**src/spf_pkg.sv**
```systemverilog
// constants, states and carriers of the self-programming flash control block
package spf_pkg;
	// ==========================================
	// control/status register
	localparam logic [7:0] CSR_DATA_OFS = 8'h57;
	localparam logic [7:0] CSR_IO_OFS   = 8'h37;
	localparam logic [7:0] CSR_RESET    = 8'h00;
	localparam int BIT_IRQ_EN  = 7;
	localparam int BIT_RWW_BSY = 6;
	localparam int BIT_SIG_RD  = 5;
	localparam int BIT_REEN    = 4;
	localparam int BIT_LOCK    = 3;
	localparam int BIT_PG_WR   = 2;
	localparam int BIT_PG_ER   = 1;
	localparam int BIT_EN      = 0;
	// legal patterns of bits 5:0
	localparam logic [5:0] PAT_LOAD = 6'h01;
	localparam logic [5:0] PAT_REEN = 6'h11;
	localparam logic [5:0] PAT_LOCK = 6'h09;
	localparam logic [5:0] PAT_PGWR = 6'h05;
	localparam logic [5:0] PAT_PGER = 6'h03;
	localparam logic [5:0] PAT_SIG  = 6'h21;
	// ==========================================
	// windows and timing
	localparam logic [2:0] SPM_WINDOW    = 3'h4;
	localparam logic [1:0] LPM_WINDOW    = 2'h3;
	localparam int         PROG_MIN_NS   = 3700000;
	localparam int         PROG_MAX_NS   = 4500000;
	localparam int         CLK_PERIOD_NS = 50;
	localparam int         PROG_CYCLES   = (PROG_MIN_NS + CLK_PERIOD_NS - 1) / CLK_PERIOD_NS;
	// ==========================================
	// flash map
	localparam logic [8:0]  HALT_FIRST_PAGE = 9'h1e0;
	localparam logic [15:0] BOOT_START_512  = 16'hfe00;
	localparam logic [15:0] BOOT_START_1K   = 16'hfc00;
	localparam logic [15:0] BOOT_START_2K   = 16'hf800;
	localparam logic [15:0] BOOT_START_4K   = 16'hf000;
	localparam logic [1:0]  ZSEL_FUSE_LOW   = 2'h0;
	localparam logic [1:0]  ZSEL_LOCK       = 2'h1;
	localparam logic [1:0]  ZSEL_FUSE_EXT   = 2'h2;
	localparam logic [1:0]  ZSEL_FUSE_HIGH  = 2'h3;
	// ==========================================
	// states and carriers
	typedef enum logic [2:0] {
		ST_IDLE  = 3'b001,
		ST_ARMED = 3'b010,
		ST_BUSY  = 3'b100
	} spf_state_type;

	typedef struct packed {
		logic        spm;
		logic        lpm;
		logic [16:0] zPtr;
		logic [15:0] r1r0;
	} spf_cpu_req_type;

	typedef struct packed {
		logic        erase;
		logic        write;
		logic        bufWrite;
		logic        bufAbort;
		logic        lockWrite;
		logic [8:0]  page;
		logic [6:0]  word;
		logic [15:0] data;
		logic [7:0]  lockData;
	} spf_flash_cmd_type;
endpackage

```
**src/spf_self_program_flash_control.sv**
```systemverilog
// self-programming sequencer for the on-chip program flash
`timescale 1ns/1ps
`default_nettype none

module spf_self_program_flash_control #(
	parameter int PROG_CYCLES = spf_pkg::PROG_CYCLES
) (
	input  wire logic                       ref_clk,
	input  wire logic                       rst_b,
	input  wire logic                       regWr,
	input  wire logic                       regRd,
	input  wire logic                       regIsIo,
	input  wire logic [7:0]                 regAddr,
	input  wire logic [7:0]                 regWdata,
	output var  logic [7:0]                 regRdata,
	input  wire spf_pkg::spf_cpu_req_type   cpuReq,
	input  wire logic                       globalIrqEn,
	input  wire logic [1:0]                 bootSizeFuses,
	input  wire logic [7:0]                 sigRowByte,
	input  wire logic [7:0]                 lockBits,
	input  wire logic [7:0]                 fuseLow,
	input  wire logic [7:0]                 fuseHigh,
	input  wire logic [7:0]                 fuseExt,
	output var  logic [7:0]                 lpmData,
	output var  logic                       lpmValid,
	output var  logic                       cpuHalt,
	output var  logic                       rwwBlocked,
	output var  logic                       readyIrq,
	output var  logic [15:0]                bootStart,
	output var  spf_pkg::spf_flash_cmd_type flashCmd
);
	import spf_pkg::*;

	localparam int CNT_W = $clog2(PROG_CYCLES + 1);
	localparam logic [CNT_W-1:0] PROG_LAST = CNT_W'(PROG_CYCLES - 1);

	typedef struct packed {
		spf_state_type     st;
		logic [7:0]        csr;
		logic [2:0]        spmWin;
		logic [1:0]        lpmWin;
		logic [CNT_W-1:0]  progCnt;
		logic              bufLoaded;
		logic              cpuHalt;
		logic              irq;
		logic [7:0]        rdata;
		logic [7:0]        lpmData;
		logic              lpmValid;
		logic [15:0]       bootStart;
		spf_flash_cmd_type fl;
	} spf_regs_type;

	localparam spf_regs_type REGS_RESET = '{st: ST_IDLE, csr: CSR_RESET, default: '0};

	spf_regs_type r;
	spf_regs_type n;
	logic         hit;

	// ==========================================
	// helpers
	function automatic logic patLegal(input logic [5:0] p);
		patLegal = (p == PAT_LOAD) || (p == PAT_REEN) || (p == PAT_LOCK) ||
			(p == PAT_PGWR) || (p == PAT_PGER) || (p == PAT_SIG);
	endfunction

	function automatic logic [15:0] bootStartOf(input logic [1:0] f);
		case (f)
			2'h3:    bootStartOf = BOOT_START_512;
			2'h2:    bootStartOf = BOOT_START_1K;
			2'h1:    bootStartOf = BOOT_START_2K;
			default: bootStartOf = BOOT_START_4K;
		endcase
	endfunction

	function automatic logic inHaltSection(input logic [8:0] page);
		inHaltSection = (page >= HALT_FIRST_PAGE);
	endfunction

	// both address spaces reach the same register
	assign hit = regIsIo ? (regAddr == CSR_IO_OFS) : (regAddr == CSR_DATA_OFS);

	// ==========================================
	// next state
	always_comb
	begin
		n = r;
		n.fl.erase = 1'b0;
		n.fl.write = 1'b0;
		n.fl.bufWrite = 1'b0;
		n.fl.bufAbort = 1'b0;
		n.fl.lockWrite = 1'b0;
		n.lpmValid = 1'b0;
		n.irq = r.csr[BIT_IRQ_EN] & globalIrqEn & ~r.csr[BIT_EN];
		n.bootStart = bootStartOf(bootSizeFuses);
		if (regRd && hit)
			n.rdata = r.csr;
		case (r.st)
			ST_IDLE:
			begin
				n.spmWin = '0;
				n.lpmWin = '0;
			end
			ST_ARMED:
			begin
				n.spmWin = r.spmWin - 3'h1;
				n.lpmWin = (r.lpmWin != 2'h0) ? r.lpmWin - 2'h1 : 2'h0;
				if (cpuReq.spm)
				begin
					n.csr[5:0] = 6'h00;
					n.st = ST_IDLE;
					case (r.csr[5:0])
						PAT_LOAD:
						begin
							// z bit 0 dropped, word picked by bits 7:1
							n.fl.bufWrite = 1'b1;
							n.fl.word = cpuReq.zPtr[7:1];
							n.fl.data = cpuReq.r1r0;
							n.csr[BIT_RWW_BSY] = 1'b0;
							n.bufLoaded = 1'b1;
						end
						PAT_REEN:
							n.csr[BIT_RWW_BSY] = 1'b0;
						PAT_LOCK:
						begin
							n.fl.lockWrite = 1'b1;
							n.fl.lockData = cpuReq.r1r0[7:0];
						end
						PAT_PGWR:
						begin
							n.fl.write = 1'b1;
							n.bufLoaded = 1'b0;
						end
						PAT_PGER:
							n.fl.erase = 1'b1;
						default:
							n.st = ST_IDLE;
					endcase
					if (r.csr[5:0] == PAT_LOCK || r.csr[5:0] == PAT_PGWR || r.csr[5:0] == PAT_PGER)
					begin
						// enable and command bit held until the timer expires
						n.csr[5:0] = r.csr[5:0];
						n.st = ST_BUSY;
						n.progCnt = PROG_LAST;
						if (r.csr[5:0] != PAT_LOCK)
						begin
							n.fl.page = cpuReq.zPtr[16:8];
							if (inHaltSection(cpuReq.zPtr[16:8]))
								n.cpuHalt = 1'b1;
							else
								n.csr[BIT_RWW_BSY] = 1'b1;
						end
					end
				end
				else if (cpuReq.lpm && r.lpmWin != 2'h0 && (r.csr[BIT_SIG_RD] || r.csr[BIT_LOCK]))
				begin
					n.lpmValid = 1'b1;
					if (r.csr[BIT_SIG_RD])
						n.lpmData = sigRowByte;
					else
						case (cpuReq.zPtr[1:0])
							ZSEL_FUSE_LOW: n.lpmData = fuseLow;
							ZSEL_LOCK:     n.lpmData = lockBits;
							ZSEL_FUSE_EXT: n.lpmData = fuseExt;
							default:       n.lpmData = fuseHigh;
						endcase
					n.csr[5:0] = 6'h00;
					n.st = ST_IDLE;
				end
				else if (r.spmWin == 3'h1 || (r.csr[BIT_SIG_RD] && r.lpmWin == 2'h1))
				begin
					// window ran out unused
					n.csr[5:0] = 6'h00;
					n.st = ST_IDLE;
				end
			end
			ST_BUSY:
			begin
				if (r.progCnt == '0)
				begin
					n.csr[5:0] = 6'h00;
					n.cpuHalt = 1'b0;
					n.st = ST_IDLE;
				end
				else
					n.progCnt = r.progCnt - CNT_W'(1);
			end
			default:
				n = REGS_RESET;
		endcase
		// software write; a store in the same cycle takes precedence
		if (regWr && hit && !cpuReq.spm && r.st != ST_BUSY)
		begin
			n.csr[BIT_IRQ_EN] = regWdata[BIT_IRQ_EN];
			if (patLegal(regWdata[5:0]))
			begin
				n.csr[5:0] = regWdata[5:0];
				n.st = ST_ARMED;
				n.spmWin = SPM_WINDOW;
				n.lpmWin = LPM_WINDOW;
				if (regWdata[BIT_REEN] && r.bufLoaded)
				begin
					// partially filled buffer is lost
					n.fl.bufAbort = 1'b1;
					n.bufLoaded = 1'b0;
				end
			end
		end
		else if (regWr && hit && !cpuReq.spm)
			n.csr[BIT_IRQ_EN] = regWdata[BIT_IRQ_EN];
	end

	// ==========================================
	// state register
	always_ff @(posedge ref_clk or negedge rst_b)
	begin
		if (!rst_b)
			r <= REGS_RESET;
		else
			r <= n;
	end

	assign regRdata   = r.rdata;
	assign lpmData    = r.lpmData;
	assign lpmValid   = r.lpmValid;
	assign cpuHalt    = r.cpuHalt;
	assign rwwBlocked = r.csr[BIT_RWW_BSY];
	assign readyIrq   = r.irq;
	assign bootStart  = r.bootStart;
	assign flashCmd   = r.fl;

	// ==========================================
	// checks
	logic [CNT_W-1:0] busyLen;

	always_ff @(posedge ref_clk or negedge rst_b)
	begin
		if (!rst_b)
			busyLen <= '0;
		else if (r.st == ST_BUSY)
			busyLen <= busyLen + CNT_W'(1);
		else
			busyLen <= '0;
	end
endmodule

`default_nettype wire

```
**config.mk**
```make
export PLATFORM = sky130hd
export DESIGN_NAME = spf_self_program_flash_control
export DESIGN_NICKNAME = d
export VERILOG_FILES = /design/src/spf_pkg.sv /design/src/spf_self_program_flash_control.sv
export SDC_FILE = /design/constraint.sdc
export NUM_CORES = 1
export LEC_CHECK = 0
export BUFFER_PORTS_ARGS = -buffer_cell sky130_fd_sc_hd__buf_2
export CORE_MARGIN = 8
export CORE_UTILIZATION = 35
export CTS_CLUSTER_DIAMETER = 30
export DETAILED_ROUTE_END_ITERATION = 12
export PLACE_DENSITY = 0.56
export SLEW_MARGIN = 20
export SYNTH_ARGS = -nofsm -noshare
export SYNTH_HDL_FRONTEND = slang
export SYNTH_SLANG_ARGS = --single-unit
```
**constraint.sdc**
```tcl
create_clock -name ref_clk -period 6.8 [get_ports ref_clk]
set_clock_uncertainty 0.15 [all_clocks]
set_input_delay 0 -clock ref_clk [delete_from_list [all_inputs] [get_ports ref_clk]]
set_output_delay 0 -clock ref_clk [all_outputs]
set_load 0.05 [all_outputs]
```
=== Word-level counts from Yosys, hierarchy flattened ===
Cells that the tools add are included.

* Logic and storage cells: 165
* Output and inout bits: 81
* Flip-flop bits (word level): 114
* Input bits: 99

* Equality and inequality tests: 37
* Order comparisons: 1
* Mux-type cells: 65
* $add $sub $neg: 3
* Bitwise logic cells: 5
* Reduce and logical (&&, ||, !) cells: 31

{| class="wikitable"
|+ Operator list
! operator !! number
|-
| 41-bit one-hot mux with 2 select lines || 1
|-
| 17-bit one-hot mux with 3 select lines || 1
|-
| 9-bit two-way mux || 5
|-
| 41-bit two-way mux || 1
|-
| 12-bit one-hot mux with 3 select lines || 1
|-
| 17-bit two-way mux || 2
|-
| 3-bit two-way mux || 9
|-
| 6-bit two-way mux || 4
|-
| 8-bit two-way mux || 3
|-
| 8-bit one-hot mux with 3 select lines || 1
|-
| 23-bit two-way mux || 1
|-
| 1-bit two-way mux || 22
|-
| 11-bit two-way mux || 2
|-
| 19-bit two-way mux || 1
|-
| 2-bit != test, second input constant || 9
|-
| 6-bit one-hot mux with 3 select lines || 1
|-
| 9-bit one-hot mux with 2 select lines || 1
|-
| 17-bit logical NOT || 1
|-
| 17-bit by 1-bit subtractor with 17-bit output, second input constant || 1
|-
| 16-bit two-way mux || 1
|-
| 6-bit by 1-bit equality test with 1-bit output, second input constant || 2
|-
| 6-bit by 2-bit equality test with 1-bit output, second input constant || 2
|-
| 6-bit by 3-bit equality test with 1-bit output, second input constant || 2
|-
| 6-bit by 4-bit equality test with 1-bit output, second input constant || 2
|-
| other kinds (35) || 66
|}

=== Longest topological paths before layout ===
* Depth in word-level cells: 10
* Mapped depth: 9
* Mapped depth without buffers: 8

=== Least setup slack after synthesis ===
No wires, ideal clock.

* Path kind: reg-to-reg
* Start point: register r[111] (netlist name)
* End point: register r (netlist bit flashCmd[10])
* Arrival time: 2,092 ps
* Clock period less this slack: 2,325 ps
* Path slack: 4,475 ps
* Path buffers: 3
* Required time: 6,567 ps
* Library setup time: 83 ps
* Stages on the path, launching flop included: 9
* Cell sequence: dfstp_2 -> buf_2 -> or3b_2 -> clkbuf_1 -> and2_1 -> o21ai_1 -> clkbuf_1 -> nand2_1 -> o21ai_0

* Longest elaborated chain between the ends: 4
* Elaborated cells on any way between the ends: 9
* Classes of those cells: eq/ne (5); mux (1); bitwise (1); reduce/logical (2)

{| class="wikitable"
|+ RTL lines
! item !! line !! RTL
|-
| start, declared || spf_self_program_flash_control.sv:55 || <nowiki>spf_regs_type r;</nowiki>
|-
| start signal, assigned || spf_self_program_flash_control.sv:219 || <nowiki>r <= n;</nowiki>
|-
| 3-bit equality test / 3-bit by 1-bit equality test with 1-bit output (equally long branches) || spf_self_program_flash_control.sv:97 || <nowiki>case (r.st)</nowiki>
|-
| 2-bit OR reduction (no line) || n/a ||
|-
| 1-bit inverter (no line) || n/a ||
|-
| 3-bit AND reduction (no line) || n/a ||
|}

Several ways; a longest one is shown, not always the timed one.
A chain may end at the register's enable or synchronous reset.

=== Final worst setup path ===
* Start point: register r[111] (netlist name)
* End point: register r[110] (netlist name)

* Longest elaborated chain between the ends: 3
* Elaborated cells on any way between the ends: 8
* Classes of those cells: eq/ne (5); mux (1); reduce/logical (2)

{| class="wikitable"
|+ RTL lines
! item !! line
|-
| 3-bit equality test, or another cell as far along || spf_self_program_flash_control.sv:97
|-
| 3-bit OR reduction (no line) / 1-bit logical AND (equally long branches) || n/a
|-
| 3-bit by 1-bit != test with 1-bit output (no line) / 1-bit two-way mux (equally long branches) || n/a
|}

Several ways; a longest one is shown, not always the timed one.

==> run summary <==
Yosys reg bits = 102
CP Launch Type = flop
Number of global-route vias before repair = 4678
Highest clock rate = 342 MHz
DRC errors left = 0
Initial antenna violation count = 0
Wire per inst = 15.0 µm
Yosys warns = 0
Detail Placement HPWL = 10500 µm
Largest net degree at the start of global routing = 67
WP data required = 6880 ps
CP max FO = 14
Clk root buf = clkbuf_16
Post-Syn Instances = 599
First-pass GRT wire length = 23700 µm
Initial core utilization = 0.359
Die area = 19900 µm²
Synth top area share = 0.462
Crit path kind = reg2reg
Nets = 844
Arrival time at the worst endpoint = 3000 ps
CP peak stage delay = 610 ps
H-tree levels = 3
Layout cells sized above 1 = 0.279
Most frequent cells after synthesis = nand2_1, dfrtp_1, buf_4, o21ai_0, nor2_1
PostCTS Resize Cnt = 0
Pins Over Slew Limit = 0
# diodes = 0
Final Cycle Share = 0.430
Setup_tns = 0 ps
# port buffers = 169
Final hold vios = 0
RSZ-0062 raised after global routing = false
Global route total overflow = 0
Syn_area_per_cell = 9.13 µm²
Tot Pwr = 1.27 mW
Post-synth EDFFs = 0
Die H = 141 µm
CTS tree = built
Die Wd = 141 µm
Cell Area, Synth = 5470 µm²
WL final = 14400 µm
Clock latency on the worst-skew pair = 340 ps
Via density per instance = 4.74
Synth async-reset ratio = 1.00
R2R Setup Slk = 3880 ps
Peak supply drop = 94.7 µV
Total GRT Usage = 0.146
Clock Path Buffers = 2
CTS buffer count = 9
# Post-CTS Setup Buffers = 0
Vias after detailed routing = 4533
Number of detailed-route iterations in the first pass = 4
Sequential-to-total area share from yosys stat = 0.467
Initial DRC Count = 225
P per Cell Area = 186 nW/µm²
Post-synth top flop = dfrtp_1
Area growth, synth to finish = 25.1%
GP Congestion = 0.812
Min-delay worst type = in2async
Slowest CP cell = dfstp_2
Top-count cell post-synth = nand2_1
Dominant cell type by area after synthesis = dfrtp_1
Synth area leaders = dfrtp_1, buf_4, nand2_1
Final cell utilization of the core = 0.449
Core outline area = 15300 µm²
Count of different cell masters after synthesis = 54
Fin crit period = 2920 ps
Endpoints failing setup = 0
Max-cap violation count = 0
Relative slew slack = 0.334
Clk sinks = 102
Io pins = 180
LEAKAGE = 3.27 nW
Post-CTS Hold Fix Bufs = 57
Fill cell count = 1462
Crit end category = flop
CP cell instances = or3b_2 -> nand2_1 -> nor2_1 -> inv_1 -> nand3_1 -> o21ai_0 -> dlygate4sd3_1
Worst-Margin Slew = 992 ps
Worst-path clk slew = 70 ps
Outcome = finished, final reports clean
FP Rows = 45
Final antenna-violating net count = 0
where the power goes:
part           switching [mW]  total (mW)  internal [mW]
combinational          0.0500       0.103         0.0527
sequential           0.000376       0.608          0.607
clock                   0.230       0.564          0.335
total                   0.280        1.27          0.995
layer usage:
metal / wire [µm] / share of wire / vias to the layer above / global-route usage
li1: - / - / 2241 / -
met1: 6150 / 0.43 / 2140 / 0.176
met2: 7160 / 0.50 / 132 / 0.249
met3: 814 / 0.057 / 20 / 0.0361
met4: 255 / 0.018 / 0 / 0.0503
met5: 0 / 0 / - / 0
worst paths after layout:
path                                         start                        to  depth (start not counted)
setup / recovery                  r[111]$_DFF_PN1_        r[110]$_DFFE_PN0P_                          7
hold / removal                               rst_b    flashCmd[41]$_DFF_PN0_                          2
setup reg to reg                  r[111]$_DFF_PN1_        r[110]$_DFFE_PN0P_                          7
hold reg to reg            flashCmd[8]$_DFFE_PN0P_   flashCmd[8]$_DFFE_PN0P_                          2
max in group asynchronous                    rst_b  flashCmd[12]$_DFFE_PN0P_                          3
min in group ref_clk                    fuseLow[3]    lpmData[3]$_DFFE_PN0P_                          4
final cells by class:
cell class	count	area (µm²)	area share
repair buffers	228	1430	0.210
well taps	211	264	0.0386
clock buffers	10	239	0.0349
inverters	18	67.6	0.00987
clock inverters	6	92.6	0.0135
flip-flops and latches	102	2550	0.373
multi-input cells	382	2190	0.320
critical path, delay by kind of cell, from the launching register on:
kind	cells	cell delay [ps]
and+or+nand+nor	4	1190
AOI/OAI and AO/OA	1	80
DFF	1	610
buffers and inverters	2	760
metrics by stage:
| stage | cell area, µm² | cells | hold WS, ps | worst slack [ps] |
|---|---|---|---|---|
| finish | 6840 | 957 | 7.81 | 3880 |
| floorplan | 5500 | 607 | -446 | 4470 |
| detailed placement | 5940 | 884 | -157 | 3930 |
| global placement | 5940 | 884 | -161 | 3980 |
| global route | 6840 | 957 | 25.9 | 3620 |
| CTS | 6840 | 957 | 11.4 | 3850 |
registers in the layout (all words and copies together), names as in the netlist:
| signal | count |
|---|---|
| lpmValid | 1 |
| r | 33 |
| lpmData | 8 |
| flashCmd | 45 |
| regRdata | 8 |
| cpuHalt | 1 |
| readyIrq | 1 |
| bootStart | 4 |
| rwwBlocked | 1 |
logic make-up (layout without fill, tap and decap cells):
kind of cell / Yosys count / count (layout) / share of synthesized area
multiplexers: 25 / 25 / 0.0643
AND/OR/NAND/NOR: 234 / 234 / 0.207
AO/OA/AOI/OAI: 106 / 106 / 0.107
other: 1 / 9 / 0.000685
flip-flops: 102 / 102 / 0.467
adder cells (fa/ha/maj): 4 / 4 / 0.00915
buffers and inverters: 123 / 262 / 0.139
XOR/XNOR: 4 / 4 / 0.00640
layout by cell type, fill, tap and decap left out, types with 5 or more instances in the layout:
cell type / n
mux4_2: 8
mux2i_1: 16
clkbuf_16: 9
nand4_1: 8
dlygate4sd3_1: 57
buf_2: 168
dfrtp_1: 101
nand3_1: 18
nor2_1: 39
nor2b_1: 5
nor3_1: 9
or4_1: 7
inv_1: 18
o21ai_0: 70
o211ai_1: 6
conb_1: 9
nand2b_1: 7
a21oi_1: 14
nand2_1: 107
No activity file was read; power rests on OpenSTA's default activity.
